--- config.mk ---
export PLATFORM = sky130hd
export DESIGN_NAME = wdrs_top
export DESIGN_NICKNAME = d
export VERILOG_FILES = /design/src/wdrs_pkg.sv /design/src/wdrs_top.sv
export VERILOG_INCLUDE_DIRS = /design/src
export SDC_FILE = /design/constraint.sdc
export NUM_CORES = 1
export LEC_CHECK = 0
export ABC_CLOCK_PERIOD_IN_PS = 3800
export BUFFER_PORTS_ARGS = -buffer_cell sky130_fd_sc_hd__buf_4
export CAP_MARGIN = 20
export CORE_UTILIZATION = 50
export DETAILED_ROUTE_END_ITERATION = 7
export HOLD_SLACK_MARGIN = 0.15
export PLACE_DENSITY = 0.76
export SLEW_MARGIN = 20
export SYNTH_ARGS = -nofsm -noshare
export SYNTH_HDL_FRONTEND = slang
export SYNTH_SLANG_ARGS = --single-unit
--- constraint.sdc ---
create_clock -name clk_sys -period 3.8 [get_ports clk_sys]
set_clock_uncertainty 0.15 [all_clocks]
set_input_delay 0.19 -clock clk_sys [delete_from_list [all_inputs] [get_ports clk_sys]]
set_output_delay 0.19 -clock clk_sys [all_outputs]
set_load 0.01 [all_outputs]
--- src/wdrs_regs.svh ---
// Operation
// - Hardware watchdog is off after every reset and does not count until armed.
// - Writing 1E then E1 to the key register at A6 arms the hardware watchdog.
// - Armed hardware watchdog adds one to its 14-bit count each machine cycle.
// - Software cannot disarm it; only hardware reset, overflow reset or module 4 watchdog match reset does.
// - Count reaching 3FFF is an overflow and resets the device.
// - Overflow drives reset pin high 98 oscillator periods, or 196 in 12-clock mode.
// - While armed, the 1E then E1 pair restarts the count.
// - Key register is write only; the count is neither readable nor writable.
// - Only module 4 has the watchdog; otherwise it serves its other modes.
// - Enabled module watchdog compares 16-bit compare value to array timer; match resets.
// - Module 4 watchdog reset leaves the reset pin low.
// - Clearing the enable bit before a match blocks the reset; setting re-enables.
// - Enable bit is mask 40 of the array mode register; other bits stay.
// - Compare enable plus match flag enable selects software-timer compare mode.
// - Enable bit lives in the array mode register and gates the module 4 watchdog.
`ifndef WDRS_REGS_SVH
`define WDRS_REGS_SVH
// Special-function addresses
`define WDRS_ADDR_SERVICE_KEY 8'hA6
`define WDRS_ADDR_ARRAY_MODE 8'hC1
`define WDRS_ADDR_ARRAY_CTRL 8'hC2
`define WDRS_ADDR_COUNT_LOW 8'hC3
`define WDRS_ADDR_COUNT_HIGH 8'hC4
`define WDRS_ADDR_MOD4_MODE 8'hC5
`define WDRS_ADDR_MOD4_CMP_LOW 8'hC6
`define WDRS_ADDR_MOD4_CMP_HIGH 8'hC7
// Service key bytes
`define WDRS_KEY_FIRST 8'h1E
`define WDRS_KEY_SECOND 8'hE1
// Field positions
`define WDRS_MODE_ARRAY_WATCHDOG_ENABLE_BIT 6
`define WDRS_MODE_CPS1_BIT 2
`define WDRS_MODE_CPS0_BIT 1
`define WDRS_CTRL_RUN_BIT 6
`define WDRS_M4_COMPARE_ENABLE_BIT 6
`define WDRS_M4_MAT_BIT 3
// Reset values
`define WDRS_RST_BYTE 8'h00
`define WDRS_RST_WORD 16'h0000
`define WDRS_RST_WDT_COUNT 14'h0000
// Timing counts; watchdog maximum in machine cycles, others in oscillator periods
`define WDRS_WDT_MAX 14'h3FFF
`define WDRS_MC_LAST_6CLK 4'h5
`define WDRS_MC_LAST_12CLK 4'hB
`define WDRS_HALF_LAST_6CLK 4'h1
`define WDRS_HALF_LAST_12CLK 4'h3
`define WDRS_PIN_PULSE_6CLK 8'd98
`define WDRS_PIN_PULSE_12CLK 8'd196
`endif

--- src/wdrs_pkg.sv ---
package wdrs_pkg;
  // Special-function register access from the core
  typedef struct packed {
    logic wr;
    logic rd;
    logic [7:0] addr;
    logic [7:0] data;
  } wdrs_sfr_req_s;
  // Hardware watchdog key state, one-hot
  typedef enum logic [3:0] {
    WDRS_IDLE = 4'b0001,
    WDRS_IDLE_KEY = 4'b0010,
    WDRS_ARMED = 4'b0100,
    WDRS_ARMED_KEY = 4'b1000
  } wdrs_state_e;
endpackage

--- src/wdrs_top.sv ---
`timescale 1ns/1ps
`default_nettype none
`include "wdrs_regs.svh"
module wdrs_top (
  input wire logic clk_sys,
  input wire logic sys_rst,
  input wire logic clk12Mode,
  input wire logic timer0Overflow,
  input wire logic eciPin,
  input wire wdrs_pkg::wdrs_sfr_req_s sfrReq,
  output logic [7:0] sfrRdData,
  output logic resetPinDrive,
  output logic deviceReset
);
  import wdrs_pkg::*;

  // Write strobe decode shared by all registers
  function automatic logic isWrite(input wdrs_sfr_req_s req, input logic [7:0] adr);
    isWrite = req.wr && (req.addr == adr);
  endfunction

  logic [3:0] mcCnt_r, mcCnt_nxt;
  logic [3:0] halfCnt_r, halfCnt_nxt;
  logic [2:0] eciSync_r, eciSync_nxt;
  logic [7:0] modeReg_r, modeReg_nxt;
  logic [7:0] ctrlReg_r, ctrlReg_nxt;
  logic [7:0] m4Mode_r, m4Mode_nxt;
  logic [15:0] count_r, count_nxt;
  logic [15:0] compare_r, compare_nxt;
  wdrs_state_e wdtState_r, wdtState_nxt;
  logic [13:0] wdtCnt_r, wdtCnt_nxt;
  logic [7:0] pulseCnt_r, pulseCnt_nxt;
  logic resetPin_r, resetPin_nxt;
  logic devRst_r, devRst_nxt;
  logic [7:0] rdData_r, rdData_nxt;
  logic mcTick;
  logic halfTick;
  logic eciEdge;
  logic timerTick;
  logic [15:0] countInc;
  logic arrayWdOn;
  logic arrayMatch;
  logic wdtArmed;
  logic wdtOverflow;
  logic selfRst;

  // Tick sources and watchdog events
  always_comb begin
    mcTick = (mcCnt_r == (clk12Mode ? `WDRS_MC_LAST_12CLK : `WDRS_MC_LAST_6CLK));
    halfTick = (halfCnt_r == (clk12Mode ? `WDRS_HALF_LAST_12CLK : `WDRS_HALF_LAST_6CLK));
    eciEdge = eciSync_r[1] && !eciSync_r[2];
    case ({modeReg_r[`WDRS_MODE_CPS1_BIT], modeReg_r[`WDRS_MODE_CPS0_BIT]})
      2'b00: timerTick = mcTick;
      2'b01: timerTick = halfTick;
      2'b10: timerTick = timer0Overflow;
      default: timerTick = eciEdge;
    endcase
    timerTick = timerTick && ctrlReg_r[`WDRS_CTRL_RUN_BIT];
    countInc = count_r + 16'h0001;
    // Only module 4 carries the watchdog; with ARRAY_WATCHDOG_ENABLE low it is a plain compare module
    arrayWdOn = modeReg_r[`WDRS_MODE_ARRAY_WATCHDOG_ENABLE_BIT] && m4Mode_r[`WDRS_M4_COMPARE_ENABLE_BIT]
      && m4Mode_r[`WDRS_M4_MAT_BIT];
    arrayMatch = arrayWdOn && timerTick && (countInc == compare_r);
    wdtArmed = (wdtState_r == WDRS_ARMED) || (wdtState_r == WDRS_ARMED_KEY);
    wdtOverflow = wdtArmed && (wdtCnt_r == `WDRS_WDT_MAX);
    selfRst = sys_rst || wdtOverflow || arrayMatch;
  end

  // Prescalers and external count input synchroniser
  always_comb begin
    mcCnt_nxt = mcTick ? 4'h0 : mcCnt_r + 4'h1;
    halfCnt_nxt = halfTick ? 4'h0 : halfCnt_r + 4'h1;
    eciSync_nxt = {eciSync_r[1:0], eciPin};
    if (sys_rst) begin
      mcCnt_nxt = 4'h0;
      halfCnt_nxt = 4'h0;
      eciSync_nxt = 3'b000;
    end
  end

  always_ff @(posedge clk_sys) begin
    mcCnt_r <= mcCnt_nxt;
    halfCnt_r <= halfCnt_nxt;
    eciSync_r <= eciSync_nxt;
  end

  // Counter-array registers and timer
  always_comb begin
    modeReg_nxt = modeReg_r;
    ctrlReg_nxt = ctrlReg_r;
    m4Mode_nxt = m4Mode_r;
    compare_nxt = compare_r;
    count_nxt = timerTick ? countInc : count_r;
    if (isWrite(sfrReq, `WDRS_ADDR_ARRAY_MODE)) begin
      modeReg_nxt = sfrReq.data;
    end
    if (isWrite(sfrReq, `WDRS_ADDR_ARRAY_CTRL)) begin
      ctrlReg_nxt = sfrReq.data;
    end
    if (isWrite(sfrReq, `WDRS_ADDR_MOD4_MODE)) begin
      m4Mode_nxt = sfrReq.data;
    end
    if (isWrite(sfrReq, `WDRS_ADDR_MOD4_CMP_LOW)) begin
      compare_nxt[7:0] = sfrReq.data;
    end
    if (isWrite(sfrReq, `WDRS_ADDR_MOD4_CMP_HIGH)) begin
      compare_nxt[15:8] = sfrReq.data;
    end
    if (isWrite(sfrReq, `WDRS_ADDR_COUNT_LOW)) begin
      count_nxt[7:0] = sfrReq.data;
    end
    if (isWrite(sfrReq, `WDRS_ADDR_COUNT_HIGH)) begin
      count_nxt[15:8] = sfrReq.data;
    end
    if (selfRst) begin
      modeReg_nxt = `WDRS_RST_BYTE;
      ctrlReg_nxt = `WDRS_RST_BYTE;
      m4Mode_nxt = `WDRS_RST_BYTE;
      compare_nxt = `WDRS_RST_WORD;
      count_nxt = `WDRS_RST_WORD;
    end
  end

  always_ff @(posedge clk_sys) begin
    modeReg_r <= modeReg_nxt;
    ctrlReg_r <= ctrlReg_nxt;
    m4Mode_r <= m4Mode_nxt;
    compare_r <= compare_nxt;
    count_r <= count_nxt;
  end

  // Hardware watchdog key sequence and count
  always_comb begin
    wdtState_nxt = wdtState_r;
    wdtCnt_nxt = wdtCnt_r;
    if (wdtArmed && mcTick) begin
      wdtCnt_nxt = wdtCnt_r + 14'h0001;
    end
    if (isWrite(sfrReq, `WDRS_ADDR_SERVICE_KEY)) begin
      if (sfrReq.data == `WDRS_KEY_FIRST) begin
        wdtState_nxt = wdtArmed ? WDRS_ARMED_KEY : WDRS_IDLE_KEY;
      end else if (sfrReq.data == `WDRS_KEY_SECOND
        && (wdtState_r == WDRS_IDLE_KEY || wdtState_r == WDRS_ARMED_KEY)) begin
        wdtState_nxt = WDRS_ARMED;
        wdtCnt_nxt = `WDRS_RST_WDT_COUNT;
      end else begin
        wdtState_nxt = wdtArmed ? WDRS_ARMED : WDRS_IDLE;
      end
    end
    if (selfRst) begin
      wdtState_nxt = WDRS_IDLE;
      wdtCnt_nxt = `WDRS_RST_WDT_COUNT;
    end
  end

  always_ff @(posedge clk_sys) begin
    wdtState_r <= wdtState_nxt;
    wdtCnt_r <= wdtCnt_nxt;
  end

  // Reset outputs: pin pulse only from the hardware watchdog
  always_comb begin
    pulseCnt_nxt = pulseCnt_r;
    if (pulseCnt_r != 8'd0) begin
      pulseCnt_nxt = pulseCnt_r - 8'd1;
    end
    if (wdtOverflow) begin
      pulseCnt_nxt = clk12Mode ? `WDRS_PIN_PULSE_12CLK : `WDRS_PIN_PULSE_6CLK;
    end
    resetPin_nxt = (pulseCnt_nxt != 8'd0);
    devRst_nxt = wdtOverflow || arrayMatch;
    if (sys_rst) begin
      pulseCnt_nxt = 8'd0;
      resetPin_nxt = 1'b0;
      devRst_nxt = 1'b0;
    end
  end

  always_ff @(posedge clk_sys) begin
    pulseCnt_r <= pulseCnt_nxt;
    resetPin_r <= resetPin_nxt;
    devRst_r <= devRst_nxt;
  end

  // Read data; key register and watchdog count read as zero
  always_comb begin
    rdData_nxt = rdData_r;
    if (sfrReq.rd) begin
      if (sfrReq.addr == `WDRS_ADDR_ARRAY_MODE) begin
        rdData_nxt = modeReg_r;
      end else if (sfrReq.addr == `WDRS_ADDR_ARRAY_CTRL) begin
        rdData_nxt = ctrlReg_r;
      end else if (sfrReq.addr == `WDRS_ADDR_COUNT_LOW) begin
        rdData_nxt = count_r[7:0];
      end else if (sfrReq.addr == `WDRS_ADDR_COUNT_HIGH) begin
        rdData_nxt = count_r[15:8];
      end else if (sfrReq.addr == `WDRS_ADDR_MOD4_MODE) begin
        rdData_nxt = m4Mode_r;
      end else if (sfrReq.addr == `WDRS_ADDR_MOD4_CMP_LOW) begin
        rdData_nxt = compare_r[7:0];
      end else if (sfrReq.addr == `WDRS_ADDR_MOD4_CMP_HIGH) begin
        rdData_nxt = compare_r[15:8];
      end else begin
        rdData_nxt = 8'h00;
      end
    end
    if (sys_rst) begin
      rdData_nxt = 8'h00;
    end
  end

  always_ff @(posedge clk_sys) begin
    rdData_r <= rdData_nxt;
  end

  assign sfrRdData = rdData_r;
  assign resetPinDrive = resetPin_r;
  assign deviceReset = devRst_r;
endmodule
`default_nettype wire
==> flow_results.xml, run 1 <==
<?xml version="1.0" encoding="UTF-8"?>
<metrics>
  <group name="status">
    <metric name="outcome" unit="">complete, no violations</metric>
  </group>
  <group name="synth">
    <metric name="ys_types" unit="">62</metric>
    <metric name="ys_seq_elements" unit="">103</metric>
    <metric name="synth-seq-area-share" unit="">0.364</metric>
    <metric name="synth_top_area_frac" unit="">0.364</metric>
    <metric name="post_synth_main_area_contributors" unit="">sky130_fd_sc_hd__dfxtp_1 (36%), sky130_fd_sc_hd__nor2_1 (5.7%), sky130_fd_sc_hd__xnor2_1 (4.8%)</metric>
    <metric name="asyncSetResetFlopFracSynth" unit="">0</metric>
    <metric name="yosys.area.top_type" unit="">sky130_fd_sc_hd__dfxtp_1</metric>
    <metric name="synth_instances" unit="">678</metric>
    <metric name="synth-edff-count" unit="">0</metric>
    <metric name="synth_area" unit="um^2">5670</metric>
    <metric name="post_synthesis_net_count" unit="">707</metric>
    <metric name="yosys_most_used_dff" unit="">sky130_fd_sc_hd__dfxtp_1</metric>
    <metric name="ys.warnings.count" unit="">0</metric>
    <metric name="synthesized_area_per_cell" unit="um^2">8.36</metric>
  </group>
  <group name="pwr">
    <metric name="vdd_ir_drop_max" unit="mV">0.383</metric>
    <metric name="power_leakage" unit="uW">0.00239</metric>
    <metric name="power-per-cell-area" unit="nW/um^2">392</metric>
  </group>
  <group name="clock_tree">
    <metric name="htree_num_levels" unit="">3</metric>
    <metric name="clock_latency" unit="ps">350</metric>
    <metric name="numClockSinks" unit="">103</metric>
    <metric name="ctsLongestPathBuffers" unit="">2</metric>
    <metric name="cts_setup_buffers" unit="">0</metric>
    <metric name="cts-buffers-inserted" unit="">9</metric>
    <metric name="cts.root.buffer_cell" unit="">sky130_fd_sc_hd__clkbuf_16</metric>
    <metric name="cts.reportedPaths.clkPinSlew" unit="ps">70</metric>
    <metric name="tritoncts" unit="">built</metric>
  </group>
  <group name="placed_design">
    <metric name="place.detailed.hpwl" unit="mm">10.5</metric>
    <metric name="gpl.final_weighted_congestion" unit="">0.920</metric>
    <metric name="portBuffers" unit="">32</metric>
  </group>
  <group name="cells_and_area">
    <metric name="multiInputGateArea" unit="um^2">3360</metric>
    <metric name="areaGrowthSynthToFinish" unit="%">12.4</metric>
    <metric name="antenna_cells_inserted" unit="">0</metric>
    <metric name="sequential_cell_area" unit="um^2">2060</metric>
    <metric name="layout-drive-gt1-share" unit="">0.119</metric>
    <metric name="finish.net_count" unit="">723</metric>
    <metric name="fillCellCount" unit="">960</metric>
  </group>
  <group name="detailed_routing">
    <metric name="routed_via_density" unit="">6.14</metric>
    <metric name="drt_iter0_markers" unit="">455</metric>
    <metric name="vias" unit="">5148</metric>
    <metric name="route.detailed.drc" unit="">0</metric>
    <metric name="detail_route.first_pass.iterations" unit="">5</metric>
    <metric name="final_wl" unit="mm">14.8</metric>
    <metric name="detail-route-antenna-nets" unit="">0</metric>
    <metric name="average_routed_wire_per_standard_cell" unit="um">17.6</metric>
  </group>
  <group name="grt">
    <metric name="groute.layer.met1.usage" unit="">0.326</metric>
    <metric name="grt-busiest-layer" unit="">met2</metric>
    <metric name="grt_antenna_before_repair" unit="">0</metric>
    <metric name="groute.layer.met3.usage" unit="">0.0494</metric>
    <metric name="global_route_wire_length_before_repair" unit="mm">24.2</metric>
    <metric name="grt_util_all_layers" unit="">0.266</metric>
    <metric name="grt_max_degree" unit="">60</metric>
    <metric name="vias_in_the_first_global_route" unit="">4914</metric>
    <metric name="global_route.overflow_total" unit="">0</metric>
    <metric name="groute.layer.met2.usage" unit="">0.459</metric>
  </group>
  <group name="sta">
    <metric name="post-route-min-period" unit="ps">3300</metric>
    <metric name="timing.final.setup_violations" unit="">0</metric>
    <metric name="timing.slew.headroom" unit="">0.522</metric>
    <metric name="rsz0062_at_grt" unit="">no</metric>
    <metric name="drv_slew" unit="">0</metric>
    <metric name="setup-tns-final" unit="ps">0</metric>
    <metric name="hold_violations" unit="">0</metric>
    <metric name="worst_hold_margin" unit="ps">226</metric>
    <metric name="worst-slew-pin-transition" unit="ps">715</metric>
    <metric name="fmax" unit="MHz">303</metric>
    <metric name="final_min_period_over_clock_period" unit="">0.869</metric>
  </group>
  <group name="setup_path">
    <metric name="reg2regPathDepth" unit="">8</metric>
    <metric name="end_kind" unit="">register</metric>
    <metric name="cpPeakStageDelay" unit="ps">570</metric>
    <metric name="path_common_cell" unit="">sky130_fd_sc_hd__or4b_1</metric>
    <metric name="cp_cell_sequence" unit="">ha_1 -&gt; nand3_1 -&gt; or4_1 -&gt; a32oi_1 -&gt; nand2_1 -&gt; or4b_1 -&gt; or4b_1 -&gt; a21oi_1</metric>
    <metric name="rr_startpoint" unit="">count_r[0]$_SDFFE_PP0P_</metric>
    <metric name="worstPathRequired" unit="ps">3930</metric>
    <metric name="crit_path_max_fanout" unit="">8</metric>
    <metric name="worstSetupPathType" unit="">reg -&gt; reg</metric>
    <metric name="timing.critical_path.from_type" unit="">register</metric>
    <metric name="worstReg2RegEnd" unit="">deviceReset$_SDFF_PP0_</metric>
    <metric name="rrSetupSlack" unit="ps">500</metric>
    <metric name="worst-endpoint-arrival" unit="ps">3430</metric>
    <metric name="critPathSlowestCell" unit="">sky130_fd_sc_hd__or4b_1</metric>
    <metric name="cp-endpoint" unit="">deviceReset$_SDFF_PP0_</metric>
    <metric name="timing.critical_path.from" unit="">count_r[0]$_SDFFE_PP0P_</metric>
  </group>
  <group name="floorplan">
    <metric name="die_area" unit="um^2">11800</metric>
    <metric name="boundaryPins" unit="">33</metric>
    <metric name="chipHeight" unit="um">108</metric>
    <metric name="start_util" unit="">0.518</metric>
    <metric name="core_area" unit="um^2">10900</metric>
    <metric name="std_cell_rows" unit="">38</metric>
    <metric name="die_x" unit="um">108</metric>
  </group>
  <group name="worst_hold_path">
    <metric name="worstHoldPathType" unit="">in -&gt; reg</metric>
  </group>
  <group name="flow_run">
    <metric name="maxCapViolCount" unit="">0</metric>
  </group>
</metrics>
==> power by group <==
group          internal [uW]  switching (uW)
combinational            206             252
clock                    442             411
sequential              1130            52.3
total                   1780             716
==> metal layers <==
layer | routed length [um] | vias to the layer above
met5 | 0 | -
li1 | - | 2473
met4 | 349 | 0
met2 | 7260 | 173
met1 | 6300 | 2471
met3 | 900 | 31
==> timing repair <==
action	in CTS	in global routing
hold buffers	14	0
gates resized for setup	0	0
hold endpoints to repair	86	0
==> final cells by class <==
| cell class | instances | area share |
|---|---|---|
| clock buffer | 10 | 0.0360 |
| clock inverter | 6 | 0.00570 |
| inverter | 9 | 0.00531 |
| multi-input combinational | 514 | 0.527 |
| sequential | 103 | 0.324 |
| tap | 140 | 0.0275 |
| timing repair buffer | 57 | 0.0747 |
==> flip-flops by register name, indices dropped and copies added, names as in the netlist <==
signal         count
compare_r         16
count_r           16
wdtCnt_r          14
ctrlReg_r          8
m4Mode_r           8
modeReg_r          8
pulseCnt_r         8
sfrRdData          8
halfCnt_r          4
mcCnt_r            4
wdtState_r         4
eciSync_r          3
deviceReset        1
resetPinDrive      1
==> per-stage QoR <==
| step | cells | utilization | instance area [um^2] | power, uW | worst slack, ps |
|---|---|---|---|---|---|
| 2_1_floorplan | 678 | - | 5670 | 1540 | 895 |
| 5_1_grt | 839 | 0.582 | 6370 | 2610 | 275 |
| 3_3_place_gp | 809 | 0.545 | 5960 | 1640 | 606 |
| 3_5_place_dp | 809 | 0.545 | 5960 | 1650 | 558 |
| 4_1_cts | 839 | 0.582 | 6370 | 2510 | 539 |
| 6_report | 839 | 0.582 | 6370 | 2500 | 496 |
==> worst max-delay path: cells and delay by family, from the launching register on <==
kind | cells | cell delay, ps
flops | 1 | 470
fa+ha+maj | 1 | 260
simple gates | 5 | 1920
compound gates | 2 | 430
==> synthesized netlist by cell type, types with 7 or more instances <==
cell	instances
sky130_fd_sc_hd__a211oi_1	11
sky130_fd_sc_hd__a21oi_1	30
sky130_fd_sc_hd__a22o_1	10
sky130_fd_sc_hd__and3_1	7
sky130_fd_sc_hd__buf_2	11
sky130_fd_sc_hd__clkbuf_1	33
sky130_fd_sc_hd__dfxtp_1	103
sky130_fd_sc_hd__inv_1	9
sky130_fd_sc_hd__mux2_2	10
sky130_fd_sc_hd__mux2i_1	26
sky130_fd_sc_hd__nand2_1	54
sky130_fd_sc_hd__nand3_1	43
sky130_fd_sc_hd__nand4_1	9
sky130_fd_sc_hd__nor2_1	86
sky130_fd_sc_hd__nor2b_1	9
sky130_fd_sc_hd__nor3_1	36
sky130_fd_sc_hd__o21ai_0	23
sky130_fd_sc_hd__or3_1	8
sky130_fd_sc_hd__xnor2_1	31
sky130_fd_sc_hd__xor2_1	20
==> worst min-delay path by stage <==
stage	startpoint	to	slack [ps]	depth (start not counted)
after floorplan	eciPin	eciSync_r[0]$_SDFF_PP0_	170	1
after detailed placement	eciPin	eciSync_r[0]$_SDFF_PP0_	260	2
after CTS	sfrReq[10]	ctrlReg_r[5]$_SDFFE_PP0P_	210	5
final	sfrReq[10]	ctrlReg_r[5]$_SDFFE_PP0P_	230	5
after global routing	sfrReq[10]	ctrlReg_r[4]$_SDFFE_PP0P_	250	5
after global placement	eciPin	eciSync_r[0]$_SDFF_PP0_	250	2
==> kinds of logic (layout without fill, tap and decap cells) <==
group	count (synthesis)	count (layout)	share of synthesized area
buf+inv	61	82	0.0453
xor+xnor	52	52	0.0828
compound gates	119	119	0.143
fa+ha+maj	6	6	0.0132
simple gates	295	295	0.262
mux	42	42	0.0896
flops	103	103	0.364
==> cell usage in the layout (no fill, tap or decap), types with 10 or more instances in the layout <==
master,n
sky130_fd_sc_hd__nand3_1,43
sky130_fd_sc_hd__xnor2_1,31
sky130_fd_sc_hd__o21ai_0,23
sky130_fd_sc_hd__nor2_1,86
sky130_fd_sc_hd__mux2_2,10
sky130_fd_sc_hd__dlygate4sd3_1,14
sky130_fd_sc_hd__a211oi_1,11
sky130_fd_sc_hd__nand2_1,54
sky130_fd_sc_hd__a22o_1,10
sky130_fd_sc_hd__nor3_1,36
sky130_fd_sc_hd__buf_4,42
sky130_fd_sc_hd__xor2_1,20
sky130_fd_sc_hd__a21oi_1,30
sky130_fd_sc_hd__dfxtp_1,103
sky130_fd_sc_hd__mux2i_1,26
Power figures use the tool's default switching activity.
==> run 2: changes to the inputs <==
--- a/config.mk
+++ b/config.mk
@@ -9,10 +9,11 @@
 export ABC_CLOCK_PERIOD_IN_PS = 3800
 export BUFFER_PORTS_ARGS = -buffer_cell sky130_fd_sc_hd__buf_4
 export CAP_MARGIN = 20
-export CORE_UTILIZATION = 50
+export CORE_UTILIZATION = 40
 export DETAILED_ROUTE_END_ITERATION = 7
 export HOLD_SLACK_MARGIN = 0.15
-export PLACE_DENSITY = 0.76
+export PLACE_DENSITY = 0.53
+export SKIP_LAST_GASP = 1
 export SLEW_MARGIN = 20
 export SYNTH_ARGS = -nofsm -noshare
 export SYNTH_HDL_FRONTEND = slang
==> run 2 against run 1 <==
Effect of this change:
- utilization shrank 12 points
- die area up 25%
- largest power group unchanged
- power rose by 1.3%
==> flow_results.xml, run 2 (same netlist as run 1, synthesis figures left out) <==
<?xml version="1.0" encoding="UTF-8"?>
<metrics>
  <group name="cells_and_area">
    <metric name="finish.utilization" unit="">0.464</metric>
    <metric name="most-common-layout-cells" unit="">sky130_fd_sc_hd__dfxtp_1 (103), sky130_fd_sc_hd__nor2_1 (86), sky130_fd_sc_hd__nand2_1 (54)</metric>
    <metric name="finish.net_count" unit="">722</metric>
    <metric name="commonest_non_fill_non_tap_cell_in_the_layout" unit="">sky130_fd_sc_hd__dfxtp_1</metric>
    <metric name="layout-drive-gt1-share" unit="">0.118</metric>
    <metric name="fillCellCount" unit="">1359</metric>
    <metric name="reg.largest.list" unit="">compare_r x16, count_r x16, wdtCnt_r x14</metric>
    <metric name="final_design_area_no_fill" unit="um^2">6420</metric>
    <metric name="antenna_cells_inserted" unit="">0</metric>
    <metric name="areaGrowthSynthToFinish" unit="%">13.2</metric>
  </group>
  <group name="setup_path">
    <metric name="crit_path_max_fanout" unit="">59</metric>
    <metric name="cpPeakStageDelay" unit="ps">550</metric>
    <metric name="worst-endpoint-arrival" unit="ps">3470</metric>
    <metric name="worstPathRequired" unit="ps">3860</metric>
    <metric name="timing.critical_path.from_type" unit="">register</metric>
    <metric name="timing.critical_path.from" unit="">count_r[0]$_SDFFE_PP0P_</metric>
    <metric name="critPathSlowestCell" unit="">sky130_fd_sc_hd__or4b_1</metric>
    <metric name="end_kind" unit="">register</metric>
    <metric name="rr_startpoint" unit="">count_r[0]$_SDFFE_PP0P_</metric>
    <metric name="worstSetupPathType" unit="">reg -&gt; reg</metric>
    <metric name="cp_cell_sequence" unit="">ha_1 -&gt; nand3_1 -&gt; or4_1 -&gt; a32oi_1 -&gt; o2111ai_1 -&gt; or4b_1 -&gt; o21ai_4 -&gt; buf_12 -&gt; a211oi_1</metric>
  </group>
  <group name="clock_tree">
    <metric name="cts_resized" unit="">0</metric>
    <metric name="cts.root.buffer_cell" unit="">sky130_fd_sc_hd__clkbuf_16</metric>
    <metric name="ctsLongestPathBuffers" unit="">2</metric>
    <metric name="clock_latency" unit="ps">360</metric>
    <metric name="cts-buffers-inserted" unit="">9</metric>
    <metric name="htree_num_levels" unit="">3</metric>
    <metric name="numClockSinks" unit="">103</metric>
    <metric name="cts.reportedPaths.clkPinSlew" unit="ps">70</metric>
    <metric name="tritoncts" unit="">built</metric>
    <metric name="cts_setup_buffers" unit="">0</metric>
    <metric name="post_cts_hold_buffer_count" unit="">13</metric>
  </group>
  <group name="detailed_routing">
    <metric name="average_routed_wire_per_standard_cell" unit="um">17.9</metric>
    <metric name="detail-route-antenna-nets" unit="">0</metric>
    <metric name="vias" unit="">5072</metric>
    <metric name="route.detailed.drc" unit="">0</metric>
    <metric name="final_wl" unit="mm">15.7</metric>
    <metric name="routed_via_density" unit="">5.78</metric>
    <metric name="detail_route.first_pass.iterations" unit="">5</metric>
    <metric name="drt_iter0_markers" unit="">405</metric>
  </group>
  <group name="status">
    <metric name="outcome" unit="">complete, no violations</metric>
  </group>
  <group name="sta">
    <metric name="final_min_period_over_clock_period" unit="">0.897</metric>
    <metric name="hold_violations" unit="">0</metric>
    <metric name="worst-slew-pin-transition" unit="ps">900</metric>
    <metric name="setup-tns-final" unit="ps">0</metric>
    <metric name="drv_slew" unit="">0</metric>
    <metric name="postLayoutSetupSlackWorst" unit="ps">391</metric>
    <metric name="timing.final.setup_violations" unit="">0</metric>
    <metric name="rsz0062_at_grt" unit="">no</metric>
    <metric name="timing.slew.headroom" unit="">0.399</metric>
    <metric name="post-route-min-period" unit="ps">3410</metric>
    <metric name="fmax" unit="MHz">293</metric>
  </group>
  <group name="grt">
    <metric name="global_route_wire_length_before_repair" unit="mm">25.2</metric>
    <metric name="global_route.overflow_total" unit="">0</metric>
    <metric name="grt_max_degree" unit="">60</metric>
    <metric name="grt_util_all_layers" unit="">0.224</metric>
    <metric name="grt_antenna_before_repair" unit="">0</metric>
    <metric name="vias_in_the_first_global_route" unit="">4779</metric>
  </group>
  <group name="flow_run">
    <metric name="maxCapViolCount" unit="">0</metric>
  </group>
  <group name="floorplan">
    <metric name="start_util" unit="">0.410</metric>
    <metric name="die_area" unit="um^2">14600</metric>
    <metric name="die_x" unit="um">121</metric>
    <metric name="std_cell_rows" unit="">43</metric>
    <metric name="boundaryPins" unit="">33</metric>
    <metric name="core_area" unit="um^2">13800</metric>
    <metric name="chipHeight" unit="um">121</metric>
  </group>
  <group name="pwr">
    <metric name="power-per-cell-area" unit="nW/um^2">394</metric>
    <metric name="power.switching" unit="uW">717</metric>
    <metric name="share_comb_of_total_power" unit="">0.182</metric>
    <metric name="clockPowerShare" unit="">0.350</metric>
    <metric name="report.power.total" unit="uW">2530</metric>
    <metric name="p_int" unit="uW">1810</metric>
    <metric name="power_switching_share" unit="">0.284</metric>
    <metric name="vdd_ir_drop_max" unit="mV">0.269</metric>
    <metric name="power_leakage" unit="uW">0.00238</metric>
    <metric name="power_frac_seq" unit="">0.468</metric>
  </group>
  <group name="placed_design">
    <metric name="place.detailed.hpwl" unit="mm">11.1</metric>
    <metric name="gpl.final_weighted_congestion" unit="">0.914</metric>
    <metric name="portBuffers" unit="">32</metric>
    <metric name="placement.cell_area" unit="um^2">6010</metric>
    <metric name="place_worst_setup_slack" unit="ps">470</metric>
  </group>
  <group name="worst_hold_path">
    <metric name="hp-start" unit="">sfrReq[10]</metric>
    <metric name="worstHoldPathType" unit="">in -&gt; reg</metric>
  </group>
</metrics>
run 2: final timing paths:
check	end	slack, ps	cells after the start
min reg2reg	eciSync_r[1]$_SDFF_PP0_	290	1
max	count_r[0]$_SDFFE_PP0P_	390	9
min	ctrlReg_r[1]$_SDFFE_PP0P_	230	5
max reg2reg	count_r[0]$_SDFFE_PP0P_	390	9
run 2: area by class of cell:
class                           count  area, um^2  share of cell area
Timing Repair Buffer               56         465              0.0725
Sequential cell                   103        2060               0.321
Clock buffer                       12         256              0.0400
Inverter                            9        33.8             0.00526
Multi-Input combinational cell    514        3360               0.523
Tap cell                          180         225              0.0351
Clock inverter                      3        18.8             0.00292
run 2: per-layer routing:
metal	part of all wire	vias to the layer above	track usage
met5	0	-	0
met4	0.026	0	0.0895
met3	0.046	25	0.0432
met2	0.48	127	0.362
met1	0.45	2449	0.292
li1	-	2471	-
run 2: power groups by stage:
stage	clock network [uW]	registers, uW	logic [uW]
detailed placement	0	1210	443
floorplan	0	1200	341
global route	954	1190	516
CTS	912	1180	458
finish	887	1180	460
global placement	0	1210	436
run 2: metrics by stage:
step                cells  hold slack [ps]
global route          877              243
detailed placement    849              262
floorplan             678              168
global placement      849              262
finish                877              228
CTS                   877              221
run 2: critical path, delay by kind of cell, from the launching register on:
kind | cells | cell delay, ps
buffers and inverters | 1 | 270
AND/OR/NAND/NOR | 3 | 1340
flip-flops | 1 | 470
AO/OA/AOI/OAI | 4 | 720
adder cells (fa/ha/maj) | 1 | 270
